===== config.mk =====
export PLATFORM = sky130hd
export DESIGN_NAME = asc_ctrl_top
export DESIGN_NICKNAME = d
export VERILOG_FILES = /design/src/hdl/asc_pkg.sv /design/src/hdl/asc_ctrl_top.sv
export VERILOG_INCLUDE_DIRS = /design/src /design/src/hdl
export SDC_FILE = /design/constraint.sdc
export NUM_CORES = 1
export LEC_CHECK = 0
export ABC_AREA = 1
export BUFFER_PORTS_ARGS = -buffer_cell sky130_fd_sc_hd__buf_4
export CORE_UTILIZATION = 50
export DETAILED_ROUTE_END_ITERATION = 12
export MAX_ROUTING_LAYER = met4
export PLACE_DENSITY = 0.78
export RECOVER_POWER = 25
export SLEW_MARGIN = 15
export SYNTH_ARGS = -nofsm -noshare
export SYNTH_HDL_FRONTEND = slang
export SYNTH_SLANG_ARGS = --single-unit

===== constraint.sdc =====
create_clock -name clk_in -period 1.85 [get_ports clk_in]
set_input_delay 0.185 -clock clk_in [delete_from_list [all_inputs] [get_ports clk_in]]
set_output_delay 0.185 -clock clk_in [all_outputs]
set_load 0.005 [all_outputs]

===== src/hdl/asc_regs.svh =====
// asc_regs.svh: offsets, field positions, reset values and timing counts of the serial control block
// assumes: included by its bare name from the package and from the design file
`ifndef ASC_REGS_SVH
`define ASC_REGS_SVH

// ---------------------------------------------------------------
// register offsets (2-bit register port address)
// ---------------------------------------------------------------
`define ASC_OFS_CTRL_ONE 2'h0
`define ASC_OFS_CTRL_TWO 2'h1
`define ASC_OFS_CTRL_THREE 2'h2

// ---------------------------------------------------------------
// serial_control_one fields
// ---------------------------------------------------------------
`define ASC_C1_MODULE_ON 6
`define ASC_C1_CHAR9 4
`define ASC_C1_WAKE_ADDR 3
`define ASC_C1_IDLE_START 2
`define ASC_C1_PARITY_ON 1
`define ASC_C1_PARITY_ODD 0

// ---------------------------------------------------------------
// serial_control_two fields
// ---------------------------------------------------------------
`define ASC_C2_TX_EMPTY_IE 7
`define ASC_C2_TX_DONE_IE 6
`define ASC_C2_RX_FULL_IE 5
`define ASC_C2_IDLE_IE 4
`define ASC_C2_TX_ON 3
`define ASC_C2_RX_ON 2
`define ASC_C2_RX_STANDBY 1
`define ASC_C2_SEND_BREAK 0

// ---------------------------------------------------------------
// serial_control_three fields
// ---------------------------------------------------------------
`define ASC_C3_RX_NINTH 7
`define ASC_C3_TX_NINTH 6
`define ASC_C3_DMA_RX 5
`define ASC_C3_DMA_TX 4
`define ASC_C3_OVERRUN_IE 3
`define ASC_C3_NOISE_IE 2
`define ASC_C3_FRAMING_IE 1

// ---------------------------------------------------------------
// reset values, frame sizes, timing
// ---------------------------------------------------------------
`define ASC_CTRL_RESET 1'b0
`define ASC_FRAME_LEN_8 4'hA
`define ASC_FRAME_LEN_9 4'hB
`define ASC_MARK_LEN 4'h1
`define ASC_BIT_DIV 16

`endif


===== src/hdl/asc_pkg.sv =====
// asc_pkg.sv: types shared by the serial control block
// assumes: asc_regs.svh is on the include path
`include "asc_regs.svh"

package asc_pkg;

  // register port address
  typedef logic [1:0] asc_addr_t;

  // register data byte
  typedef logic [7:0] asc_byte_t;

  // kind of character the transmitter is shifting out
  typedef enum logic [1:0] {
    ASC_FR_NONE,
    ASC_FR_DATA,
    ASC_FR_IDLE,
    ASC_FR_BREAK
  } asc_frame_t;

endpackage


===== src/hdl/asc_ctrl_top.sv =====
// asc_ctrl_top.sv: control registers, transmitter sequencing and interrupt gating of an async serial unit
// assumes: receiver core and status flags live outside and run on clk_in; data buffer writes arrive as strobes
//
// The strobed register port and the placing of the registers were decided locally.
`timescale 1ns/1ps
`default_nettype none
`include "asc_regs.svh"

module asc_ctrl_top #(
  parameter int unsigned BIT_DIV = `ASC_BIT_DIV // clocks per bit time
) (
  // clock and reset
  input wire logic clk_in,
  input wire logic arst_n_in,
  // register port
  input wire asc_pkg::asc_addr_t reg_addr_in,
  input wire asc_pkg::asc_byte_t reg_wdata_in,
  input wire logic reg_wr_in,
  input wire logic reg_rd_in,
  output asc_pkg::asc_byte_t reg_rdata_out,
  // data buffer side
  input wire asc_pkg::asc_byte_t tx_data_in,
  input wire logic tx_load_in,
  input wire logic rx_char_valid_in,
  input wire logic [8:0] rx_char_in,
  input wire logic rx_idle_in,
  // receiver flags from the status logic
  input wire logic rx_buffer_full_flag_in,
  input wire logic idle_flag_in,
  input wire logic overrun_flag_in,
  input wire logic noise_flag_in,
  input wire logic stop_bit_error_flag_in,
  // serial line
  output logic tx_line_out,
  // transmitter flags
  output logic tx_buffer_empty_flag_out,
  output logic tx_done_flag_out,
  // settings for the receiver core
  output logic module_on_out,
  output logic char9_out,
  output logic idle_count_start_select_out,
  output logic parity_on_out,
  output logic parity_odd_select_out,
  output logic rx_on_out,
  output logic rx_standby_out,
  // interrupt requests
  output logic tx_irq_out,
  output logic rx_irq_out,
  output logic err_irq_out
);
  import asc_pkg::*;

  // ---------------------------------------------------------------
  // functions
  // ---------------------------------------------------------------
  // parity over the masked slots; odd adds one so the total count is odd
  function automatic logic asc_parity(input logic [8:0] v, input logic [8:0] mask, input logic odd);
    asc_parity = (^(v & mask)) ^ odd;
  endfunction

  // ---------------------------------------------------------------
  // control registers
  // ---------------------------------------------------------------
  logic module_on_q, char9_q, wake_addr_q, idle_start_q, parity_on_q, parity_odd_q;
  logic tx_empty_ie_q, tx_done_ie_q, rx_full_ie_q, idle_ie_q;
  logic tx_on_q, rx_on_q, rx_standby_q, send_break_q;
  logic rx_ninth_q, tx_ninth_q, dma_rx_q, dma_tx_q, overrun_ie_q, noise_ie_q, framing_ie_q;
  logic wr_one, wr_two, wr_three; // write strobes per register
  logic wake_hit; // selected wakeup condition seen
  logic rx_msb; // most significant received slot

  // address decode
  always_comb begin
    wr_one = 1'b0;
    wr_two = 1'b0;
    wr_three = 1'b0;
    if (reg_wr_in && reg_addr_in == `ASC_OFS_CTRL_ONE) begin
      wr_one = 1'b1;
    end else if (reg_wr_in && reg_addr_in == `ASC_OFS_CTRL_TWO) begin
      wr_two = 1'b1;
    end else if (reg_wr_in && reg_addr_in == `ASC_OFS_CTRL_THREE) begin
      wr_three = 1'b1;
    end
  end

  // format and enable register
  always_ff @(posedge clk_in or negedge arst_n_in) begin
    if (!arst_n_in) begin
      module_on_q <= `ASC_CTRL_RESET;
      char9_q <= `ASC_CTRL_RESET;
      wake_addr_q <= `ASC_CTRL_RESET;
      idle_start_q <= `ASC_CTRL_RESET;
      parity_on_q <= `ASC_CTRL_RESET;
      parity_odd_q <= `ASC_CTRL_RESET;
    end else if (wr_one) begin
      module_on_q <= reg_wdata_in[`ASC_C1_MODULE_ON];
      char9_q <= reg_wdata_in[`ASC_C1_CHAR9];
      wake_addr_q <= reg_wdata_in[`ASC_C1_WAKE_ADDR];
      idle_start_q <= reg_wdata_in[`ASC_C1_IDLE_START];
      parity_on_q <= reg_wdata_in[`ASC_C1_PARITY_ON];
      parity_odd_q <= reg_wdata_in[`ASC_C1_PARITY_ODD];
    end
  end

  // wakeup: address mark is a one in the top slot, otherwise an idle character
  assign rx_msb = char9_q ? rx_char_in[8] : rx_char_in[7];
  assign wake_hit = wake_addr_q ? (rx_char_valid_in && rx_msb) : rx_idle_in;

  // interrupt enables and transmitter/receiver controls
  always_ff @(posedge clk_in or negedge arst_n_in) begin
    if (!arst_n_in) begin
      tx_empty_ie_q <= `ASC_CTRL_RESET;
      tx_done_ie_q <= `ASC_CTRL_RESET;
      rx_full_ie_q <= `ASC_CTRL_RESET;
      idle_ie_q <= `ASC_CTRL_RESET;
      tx_on_q <= `ASC_CTRL_RESET;
      rx_on_q <= `ASC_CTRL_RESET;
      send_break_q <= `ASC_CTRL_RESET;
    end else if (wr_two) begin
      tx_empty_ie_q <= reg_wdata_in[`ASC_C2_TX_EMPTY_IE];
      tx_done_ie_q <= reg_wdata_in[`ASC_C2_TX_DONE_IE];
      rx_full_ie_q <= reg_wdata_in[`ASC_C2_RX_FULL_IE];
      idle_ie_q <= reg_wdata_in[`ASC_C2_IDLE_IE];
      tx_on_q <= reg_wdata_in[`ASC_C2_TX_ON];
      rx_on_q <= reg_wdata_in[`ASC_C2_RX_ON];
      send_break_q <= reg_wdata_in[`ASC_C2_SEND_BREAK];
    end
  end

  // standby: a software write wins over the wakeup clear in the same cycle
  always_ff @(posedge clk_in or negedge arst_n_in) begin
    if (!arst_n_in) begin
      rx_standby_q <= `ASC_CTRL_RESET;
    end else if (wr_two) begin
      rx_standby_q <= reg_wdata_in[`ASC_C2_RX_STANDBY];
    end else if (wake_hit) begin
      rx_standby_q <= 1'b0;
    end
  end

  // error enables and dma bits; dma bits only store, nothing here consumes them
  always_ff @(posedge clk_in or negedge arst_n_in) begin
    if (!arst_n_in) begin
      dma_rx_q <= `ASC_CTRL_RESET;
      dma_tx_q <= `ASC_CTRL_RESET;
      overrun_ie_q <= `ASC_CTRL_RESET;
      noise_ie_q <= `ASC_CTRL_RESET;
      framing_ie_q <= `ASC_CTRL_RESET;
    end else if (wr_three) begin
      dma_rx_q <= reg_wdata_in[`ASC_C3_DMA_RX];
      dma_tx_q <= reg_wdata_in[`ASC_C3_DMA_TX];
      overrun_ie_q <= reg_wdata_in[`ASC_C3_OVERRUN_IE];
      noise_ie_q <= reg_wdata_in[`ASC_C3_NOISE_IE];
      framing_ie_q <= reg_wdata_in[`ASC_C3_FRAMING_IE];
    end
  end

  // received ninth bit keeps its value across reset, so it has no reset branch
  always_ff @(posedge clk_in) begin
    if (rx_char_valid_in) begin
      rx_ninth_q <= rx_msb;
    end
  end

  // ---------------------------------------------------------------
  // register read port: data stand in the cycle after the strobe only
  // ---------------------------------------------------------------
  always_ff @(posedge clk_in or negedge arst_n_in) begin
    if (!arst_n_in) begin
      reg_rdata_out <= 8'h00;
    end else if (reg_rd_in && reg_addr_in == `ASC_OFS_CTRL_ONE) begin
      reg_rdata_out <= {1'b0, module_on_q, 1'b0, char9_q, wake_addr_q, idle_start_q, parity_on_q, parity_odd_q};
    end else if (reg_rd_in && reg_addr_in == `ASC_OFS_CTRL_TWO) begin
      reg_rdata_out <= {tx_empty_ie_q, tx_done_ie_q, rx_full_ie_q, idle_ie_q,
                        tx_on_q, rx_on_q, rx_standby_q, send_break_q};
    end else if (reg_rd_in && reg_addr_in == `ASC_OFS_CTRL_THREE) begin
      reg_rdata_out <= {rx_ninth_q, tx_ninth_q, dma_rx_q, dma_tx_q, overrun_ie_q, noise_ie_q, framing_ie_q, 1'b0};
    end else begin
      reg_rdata_out <= 8'h00; // unmapped address or no read
    end
  end

  // ---------------------------------------------------------------
  // bit-time divider: the generator stops while the module is off
  // ---------------------------------------------------------------
  logic [15:0] div_q; // clocks within the bit time
  logic tick_q; // one-cycle pulse per bit time

  always_ff @(posedge clk_in or negedge arst_n_in) begin
    if (!arst_n_in) begin
      div_q <= 16'h0000;
      tick_q <= 1'b0;
    end else if (!module_on_q) begin
      div_q <= 16'h0000;
      tick_q <= 1'b0;
    end else if (div_q == 16'(BIT_DIV - 1)) begin
      div_q <= 16'h0000;
      tick_q <= 1'b1;
    end else begin
      div_q <= div_q + 16'h0001;
      tick_q <= 1'b0;
    end
  end

  // ---------------------------------------------------------------
  // transmitter sequencing
  // ---------------------------------------------------------------
  asc_byte_t txbuf_q; // data buffer byte waiting for the shifter
  logic [10:0] shift_q; // bit 0 drives the line, ones shift in behind
  logic [3:0] cnt_q; // bits left in the current character
  asc_frame_t frame_q; // kind of character now on the line
  logic pre_pend_q, brk_pend_q, tx_empty_q, tx_done_q;
  logic tx_rise; // transmitter enable written from off to on
  logic at_gap; // a new character may start on this tick
  logic ld_brk, ld_mark, ld_pre, ld_data;
  logic [8:0] slots; // data slots with parity applied
  logic [10:0] data_frame;
  logic [3:0] frame_len;

  assign tx_rise = wr_two && reg_wdata_in[`ASC_C2_TX_ON] && !tx_on_q;
  assign at_gap = tick_q && cnt_q <= 4'h1;
  assign frame_len = char9_q ? `ASC_FRAME_LEN_9 : `ASC_FRAME_LEN_8;

  // load choice: break beats the post-break one, the preamble and data; a frame in flight always finishes
  assign ld_brk = at_gap && tx_on_q && (send_break_q || brk_pend_q);
  assign ld_mark = at_gap && !ld_brk && frame_q == ASC_FR_BREAK && cnt_q == 4'h1;
  assign ld_pre = at_gap && tx_on_q && !ld_brk && !ld_mark && pre_pend_q;
  assign ld_data = at_gap && tx_on_q && !ld_brk && !ld_mark && !pre_pend_q && !tx_empty_q;

  // frame image: start bit at 0, slots next, stop after; parity takes the top slot
  always_comb begin
    slots = {tx_ninth_q, txbuf_q};
    if (parity_on_q && char9_q) begin
      slots[8] = asc_parity(slots, 9'h0FF, parity_odd_q);
    end else if (parity_on_q) begin
      slots[7] = asc_parity(slots, 9'h07F, parity_odd_q);
    end
    data_frame = char9_q ? {1'b1, slots, 1'b0} : {2'b11, slots[7:0], 1'b0};
  end

  // buffer byte has no reset, like the data buffer it stands for
  always_ff @(posedge clk_in) begin
    if (tx_load_in) begin
      txbuf_q <= tx_data_in;
    end
  end

  // ninth transmit bit is stored without reset
  always_ff @(posedge clk_in) begin
    if (wr_three) begin
      tx_ninth_q <= reg_wdata_in[`ASC_C3_TX_NINTH];
    end
  end

  // shifter and character counter
  always_ff @(posedge clk_in or negedge arst_n_in) begin
    if (!arst_n_in) begin
      shift_q <= 11'h7FF;
      cnt_q <= 4'h0;
      frame_q <= ASC_FR_NONE;
    end else if (ld_brk) begin
      shift_q <= 11'h000; // back to back breaks leave no ones between
      cnt_q <= frame_len;
      frame_q <= ASC_FR_BREAK;
    end else if (ld_mark) begin
      shift_q <= 11'h7FF;
      cnt_q <= `ASC_MARK_LEN;
      frame_q <= ASC_FR_IDLE;
    end else if (ld_pre) begin
      shift_q <= 11'h7FF;
      cnt_q <= frame_len;
      frame_q <= ASC_FR_IDLE;
    end else if (ld_data) begin
      shift_q <= data_frame;
      cnt_q <= frame_len;
      frame_q <= ASC_FR_DATA;
    end else if (tick_q && cnt_q != 4'h0) begin
      shift_q <= {1'b1, shift_q[10:1]}; // line returns high after the last bit
      cnt_q <= cnt_q - 4'h1;
      frame_q <= (cnt_q == 4'h1) ? ASC_FR_NONE : frame_q;
    end
  end

  // pending preamble and pending break; a new request wins over the consume
  always_ff @(posedge clk_in or negedge arst_n_in) begin
    if (!arst_n_in) begin
      pre_pend_q <= 1'b0;
      brk_pend_q <= 1'b0;
    end else begin
      if (tx_rise) begin
        pre_pend_q <= 1'b1;
      end else if (ld_pre || ld_brk) begin
        pre_pend_q <= 1'b0; // a break stands in for the preamble
      end
      if (wr_two && reg_wdata_in[`ASC_C2_SEND_BREAK] && !send_break_q) begin
        brk_pend_q <= 1'b1;
      end else if (ld_brk) begin
        brk_pend_q <= 1'b0;
      end
    end
  end

  // transmitter flags: module off forces both set
  always_ff @(posedge clk_in or negedge arst_n_in) begin
    if (!arst_n_in) begin
      tx_empty_q <= 1'b1;
      tx_done_q <= 1'b1;
    end else begin
      if (!module_on_q || ld_data) begin
        tx_empty_q <= 1'b1;
      end else if (tx_load_in) begin
        tx_empty_q <= 1'b0;
      end
      tx_done_q <= !module_on_q || (tx_empty_q && cnt_q == 4'h0 && !pre_pend_q && !brk_pend_q && !send_break_q);
    end
  end

  // ---------------------------------------------------------------
  // interrupt requests, registered so the outputs come from flops
  // ---------------------------------------------------------------
  logic tx_irq_q, rx_irq_q, err_irq_q;

  always_ff @(posedge clk_in or negedge arst_n_in) begin
    if (!arst_n_in) begin
      tx_irq_q <= 1'b0;
      rx_irq_q <= 1'b0;
      err_irq_q <= 1'b0;
    end else begin
      tx_irq_q <= module_on_q && ((tx_empty_q && tx_empty_ie_q) || (tx_done_q && tx_done_ie_q));
      rx_irq_q <= !rx_standby_q && ((rx_buffer_full_flag_in && rx_full_ie_q) || (idle_flag_in && idle_ie_q));
      err_irq_q <= (overrun_flag_in && overrun_ie_q) || (noise_flag_in && noise_ie_q)
                   || (stop_bit_error_flag_in && framing_ie_q);
    end
  end

  // ---------------------------------------------------------------
  // outputs
  // ---------------------------------------------------------------
  assign tx_line_out = shift_q[0];
  assign tx_buffer_empty_flag_out = tx_empty_q;
  assign tx_done_flag_out = tx_done_q;
  assign module_on_out = module_on_q;
  assign char9_out = char9_q;
  assign idle_count_start_select_out = idle_start_q;
  assign parity_on_out = parity_on_q;
  assign parity_odd_select_out = parity_odd_q;
  assign rx_on_out = rx_on_q;
  assign rx_standby_out = rx_standby_q;
  assign tx_irq_out = tx_irq_q;
  assign rx_irq_out = rx_irq_q;
  assign err_irq_out = err_irq_q;
endmodule
`default_nettype wire


### After elaboration in Yosys (flattened, before gate mapping)

Index checks and enable logic that the tools add are counted.

| operators by class | value |
|---|---|
| $add $sub $neg | 2 |
| multipliers | 0 |
| div/mod/pow operators | 0 |
| $lt $le $gt $ge | 1 |
| eq/ne operators | 5 |
| shift operators | 0 |
| mux-type cells | 44 |
| bitwise operators | 2 |
| reductions and logical operators | 66 |

Operator list:

| kind | count |
|---|---|
| two-way mux 11 bit | 5 |
| logical AND 1 bit | 37 |
| two-way mux 16 bit | 2 |
| two-way mux 8 bit | 3 |
| two-way mux 1 bit | 22 |
| two-way mux 4 bit | 5 |
| parity 9 bit | 2 |
| adder 16 x 1 -> 16 bit (second input constant) | 1 |
| equality test 16 x 4 -> 1 bit (second input constant) | 1 |
| two-way mux 2 bit | 6 |
| two-way mux 10 bit | 1 |
| nonzero test 5 bit | 2 |
| logical NOT 1 bit | 9 |
| logical OR 1 bit | 8 |
| nonzero test 2 bit | 4 |
| equality test 2 bit (second input constant) | 2 |
| equality test 4 x 1 -> 1 bit (second input constant) | 1 |
| <= comparator 4 x 1 -> 1 bit (second input constant) | 1 |
| logical NOT 4 bit | 1 |
| nonzero test 4 bit | 1 |
| subtractor 4 x 1 -> 4 bit (second input constant) | 1 |
| equality test 2 x 1 -> 1 bit (second input constant) | 1 |
| logical NOT 2 bit | 1 |
| AND reduction 2 bit | 1 |
| bitwise XOR 1 bit | 2 |

| storage, ports and cells | value |
|---|---|
| register bits | 78 |
| bits in latches | 0 |
| bits in writable memories | 0 |
| ROM bits | 0 |
| output and inout bits | 21 |
| logic and storage cells | 155 |
| memories | 0 |

### Longest topological paths before layout

| depth | value |
|---|---|
| depth in word-level cells | 16 |
| mapped depth | 14 |
| mapped depth without buffers | 14 |

### Worst setup path before layout

Ideal clock, no wire load.

| timing path | value |
|---|---|
| path kind | register -> register |
| start point | reg cnt_q[0] |
| end point | reg shift_q[0] |
| setup time | 0.078 ns |
| data arrival time | 1.622 ns |
| setup slack | 0.150 ns |
| cell stages (with the launch flop) | 13 |
| clock period less this slack | 1.700 ns |
| cell sequence | dfrtp_1 -> inv_1 -> ha_1 -> nor2_1 -> nor2_2 -> nand2_2 -> nor2_8 -> nand2_4 -> nand2_2 -> inv_4 -> nand3_4 -> buf_6 -> o22ai_1 |

| on the way | value |
|---|---|
| word-level cells in the longest chain between the ends | 16 |
| elaborated cells on any way between the ends | 22 |

RTL lines:

| element | RTL line | source |
|---|---|---|
| from (decl) | asc_ctrl_top.sv:210 | `logic [3:0] cnt_q;` |
| from (signal assigned) | asc_ctrl_top.sv:263 | `cnt_q <= frame_len;` |
| from (signal assigned) | asc_ctrl_top.sv:267 | `` cnt_q <= `ASC_MARK_LEN; `` |
| from (signal assigned) | asc_ctrl_top.sv:271 | `cnt_q <= frame_len;` |
| <= comparator 4 x 1 -> 1 bit | asc_ctrl_top.sv:221 | `assign at_gap = tick_q && cnt_q <= 4'h1;` |
| logical AND 1 bit | asc_ctrl_top.sv:221 |  |
| logical AND 1 bit | asc_ctrl_top.sv:225, asc_ctrl_top.sv:227, asc_ctrl_top.sv:228 |  |
| logical AND 1 bit | asc_ctrl_top.sv:225 | `assign ld_brk = at_gap && tx_on_q && (send_break_q \|\| brk_pend_q);` |
| logical NOT 1 bit | asc_ctrl_top.sv:226, asc_ctrl_top.sv:227, asc_ctrl_top.sv:228 |  |
| logical AND 1 bit (3 in a row) | asc_ctrl_top.sv:226 | `assign ld_mark = at_gap && !ld_brk && frame_q == ASC_FR_BREAK && cnt_q == 4'h1;` |
| logical NOT 1 bit | asc_ctrl_top.sv:227, asc_ctrl_top.sv:228 |  |
| logical AND 1 bit | asc_ctrl_top.sv:227, asc_ctrl_top.sv:228 |  |
| logical AND 1 bit (2 in a row) | asc_ctrl_top.sv:228 | `assign ld_data = at_gap && tx_on_q && !ld_brk && !ld_mark && !pre_pend_q && !tx_empty_q;` |
| two-way mux 11 bit | asc_ctrl_top.sv:273 | `end else if (ld_data) begin` |
| two-way mux 11 bit | asc_ctrl_top.sv:269 | `end else if (ld_pre) begin` |
| two-way mux 11 bit | asc_ctrl_top.sv:265 | `end else if (ld_mark) begin` |
| two-way mux 11 bit | asc_ctrl_top.sv:261 | `end else if (ld_brk) begin` |
| to (signal assigned) | asc_ctrl_top.sv:274 | `shift_q <= data_frame;` |
| to (signal assigned) | asc_ctrl_top.sv:278 | `shift_q <= {1'b1, shift_q[10:1]};` |
| to (decl) | asc_ctrl_top.sv:209 | `logic [10:0] shift_q;` |

Parallel ways exist; a longest one is shown, timed or not.
A chain may end at the register's enable or synchronous reset.

### Worst setup path in the final report

| timing path | value |
|---|---|
| start point | reg cnt_q[1] |
| end point | reg cnt_q[3] |

| on the way | value |
|---|---|
| word-level cells in the longest chain between the ends | 16 |
| elaborated cells on any way between the ends | 24 |

RTL lines:

| element | RTL line |
|---|---|
| <= comparator 4 x 1 -> 1 bit | asc_ctrl_top.sv:221 |
| logical AND 1 bit | asc_ctrl_top.sv:221 |
| logical AND 1 bit | asc_ctrl_top.sv:225, asc_ctrl_top.sv:227, asc_ctrl_top.sv:228 |
| logical AND 1 bit | asc_ctrl_top.sv:225 |
| logical NOT 1 bit | asc_ctrl_top.sv:226, asc_ctrl_top.sv:227, asc_ctrl_top.sv:228 |
| logical AND 1 bit (3 in a row) | asc_ctrl_top.sv:226 |
| logical NOT 1 bit | asc_ctrl_top.sv:227, asc_ctrl_top.sv:228 |
| logical AND 1 bit | asc_ctrl_top.sv:227, asc_ctrl_top.sv:228 |
| logical AND 1 bit (2 in a row) | asc_ctrl_top.sv:228 |
| two-way mux 4 bit | asc_ctrl_top.sv:273 |
| two-way mux 4 bit | asc_ctrl_top.sv:269 |
| two-way mux 4 bit | asc_ctrl_top.sv:265 |
| two-way mux 4 bit | asc_ctrl_top.sv:261 |

Parallel ways exist; a longest one is shown, timed or not. The select of a mux whose other input is x is not followed.

==> results.md <==
- IO buf count: 52
- Global-route wire length before repair: 14400 um
- Area of the core: 7330 sq um
- WL/cell: 14.0 um
- Cell count after synthesis: 432
- Fmax: 0.563 GHz
- GRT Total Usage: 24.7%
- Placement Rows: 31
- Worst Skew: 0.00915 ns
- Syn_nets: 475
- Vias: 3315
- Mapped Area: 3820 sq um
- Largest net degree at the start of global routing: 36
- Ys flop type: dfrtp_1
- Dpl hpwl: 6270 um
- Number of synthesized flops with an enable pin: 10
- CTS sink count: 78
- Setup TNS: 0 ns
- Final Wtd Congestion: 0.963
- Share of cells above drive strength 1: 26.1%
- ANT nets after route: 0
- Worst R2R Start: cnt_q[1]
- WL final: 8790 um
- Crit path required time: 2.09 ns
- Initial Util: 52.1%
- Largest area contributor in the netlist: dfrtp_1
- Worst Setup SP: cnt_q[1]
- Post-Syn Area per Cell: 8.85 sq um
- Worst Setup Start Kind: flip-flop
- Final Max Tran Viols: 0
- Filler Cells Inserted: 543
- Final Setup Violations: 0
- Initial DRC Count: 291
- Reg clk slew, reported paths: 0.09 ns
- Die ar.: 8000 sq um
- Dpl cell area: 4430 sq um
- CTS tree: yes
- Synth warnings: 0
- Die Width: 89.4 um
- CTS Buf Count: 9
- Total global routing overflow: 0
- Crit path max fanout: 6
- Initial antenna violation count: 0
- Final Instance Area: 4860 sq um
- Worst-Margin Slew: 0.833 ns
- Ant diodes: 0
- Commonest non-fill, non-tap cell in the layout: nand2_1
- Multi-input logic area: 1590 sq um
- Design Power: 4.05 mW
- Post-Layout Cell Count: 627
- Hold crit path type: in -> reg
- Hold Startpoint: reg_wdata_in[7]
- Synth top area share: 36.0%
- RSZ-0062 raised after global routing: true
- Leakage power: 2.30 nW
- Most frequent cells in the layout: nand2_1, buf_4, inv_1, dfrtp_1, nor2_1
- Remaining DRCs: 0
- Vias in the first global route: 3156
- Longest Clk Path Bufs: 2
- Via density: 5.29
- Tmin final: 1.77 ns
- PwrDens: 834 nW/um^2
- H-tree depth: 3
- Inst Count DP: 592
- Clk_lat worst skew: 0.35 ns
- Final Hold Fails: 0
- Pre-antenna DRT Iters: 5
- Run status: complete, no violations
- Die Span Y: 89.4 um
- Period utilisation layout: 95.9%
- Ys async rst share: 87.2%
- Unique masters post-synth: 43
- Max-slew headroom: 44.5%
- Sequential Area: 2020 sq um
- Total Nets Final: 566
- Area contributors post-synth: dfrtp_1, nand2_1, dfstp_2, edfxtp_1, inv_1
- Register area share after synthesis: 52.8%
- Worst EP arrival: 2.01 ns
- Worst vdd ir: 0.000575 V
- #FFs+latches synth: 78
- Critical Path Sink Type: flip-flop
- Io pins: 60
- Crit Path Class: reg -> reg
- Area growth syn-to-layout: 27.1%
- Max-cap check violation count: 0
- Clock root cell: clkbuf_8
flip-flops by register name, indices dropped and copies added, names as in the netlist, 2 cells and up:
signal	cells
shift_q	11
frame_q	2
div_q	16
cnt_q	4
txbuf_q	8
reg_rdata_out	8
critical path, stage by stage, from the launching register on:
cell	delay, ns
dfrtp_1	0.40
inv_2	0.12
ha_4	0.15
buf_4	0.10
nand2_1	0.07
nor2_4	0.17
nand2_4	0.09
nand4_4	0.12
nand3_4	0.13
buf_4	0.16
o21ai_1	0.07
o21ai_1	0.07
Yosys cell counts (all sizes together) (2+ instances only):
cell and count:
edfxtp 10, nor2 34, dfstp 13, xnor2 7
nand4 10, nor3b 5, clkbuf 3, nor4 3
a21oi 10, xor2 6, nand2 116, ha 4
nand3 26, o211ai 6, inv 61, nor3 14
o22ai 2, o21ai 35, buf 2, dfrtp 55
layout make-up:
type	count	share of cell area (%)
Multi-Input combinational cell	287	32.7
Sequential cell	78	41.6
Tap cell	99	2.55
Timing Repair Buffer	85	13.8
Inverter	62	5.10
Clock buffer	11	3.35
Clock inverter	5	0.953
power by group:
| part | leakage, nW | internal, mW | switching, mW | total, mW |
|---|---|---|---|---|
| Combinational | 1.25 | 0.315 | 0.367 | 0.682 |
| Clock | 0.108 | 0.630 | 0.669 | 1.30 |
| Sequential | 0.945 | 1.92 | 0.152 | 2.07 |
| Total | 2.30 | 2.86 | 1.19 | 4.05 |
layer usage:
metal  global-route usage, %  wire [um]  up-vias
li1                        -          -     1593
met1                    32.6       3870     1591
met2                    38.1       4300      117
met3                    5.54        493       14
met4                    8.23        138        0
met5                       -          0        -
stage by stage:
step / setup WS, ns / hold WS [ns] / util [%]
floorplan: 0.150 / -0.111 / -
global placement: 0.0675 / 0.154 / 60.4
detailed placement: -0.0190 / 0.158 / 60.4
CTS: 0.0123 / 0.00251 / 64.6
global route: -0.0328 / 0.0483 / 66.2
finish: 0.0752 / 0.0360 / 66.2
logic make-up (layout without fill, tap and decap cells):
logic type                 Yosys count  in the layout  share of synthesized area (%)
AOI/OAI and AO/OA                   61             61                           9.73
and+or+nand+nor                    209            209                           26.2
buffers and inverters               67            163                           7.01
xor gates and xnor gates            13             13                           2.98
adders and majority gates            4              4                           1.31
DFF                                 78             78                           52.8
worst paths after layout:
| path | end | slack (ns) | depth (start not counted) |
|---|---|---|---|
| worst max register to register | cnt_q[3] | 0.08 | 11 |
| worst min-delay path | tx_empty_ie_q | 0.04 | 3 |
| worst max-delay path | cnt_q[3] | 0.08 | 11 |
| min in group asynchronous | idle_ie_q | 0.46 | 2 |
| worst min register to register | pre_pend_q | 0.45 | 1 |
| max in group asynchronous | shift_q[10] | 0.65 | 3 |
what timing repair did:
item | CTS | global route
pin swaps | 3 | 11
buffers inserted | 2 | 8
setup endpoints to repair | 6 | 19
hold endpoints to repair | 38 | 1
hold buffers | 8 | 1
resized for setup | 2 | 22
Note: power is estimated with default switching activity, not from simulation.
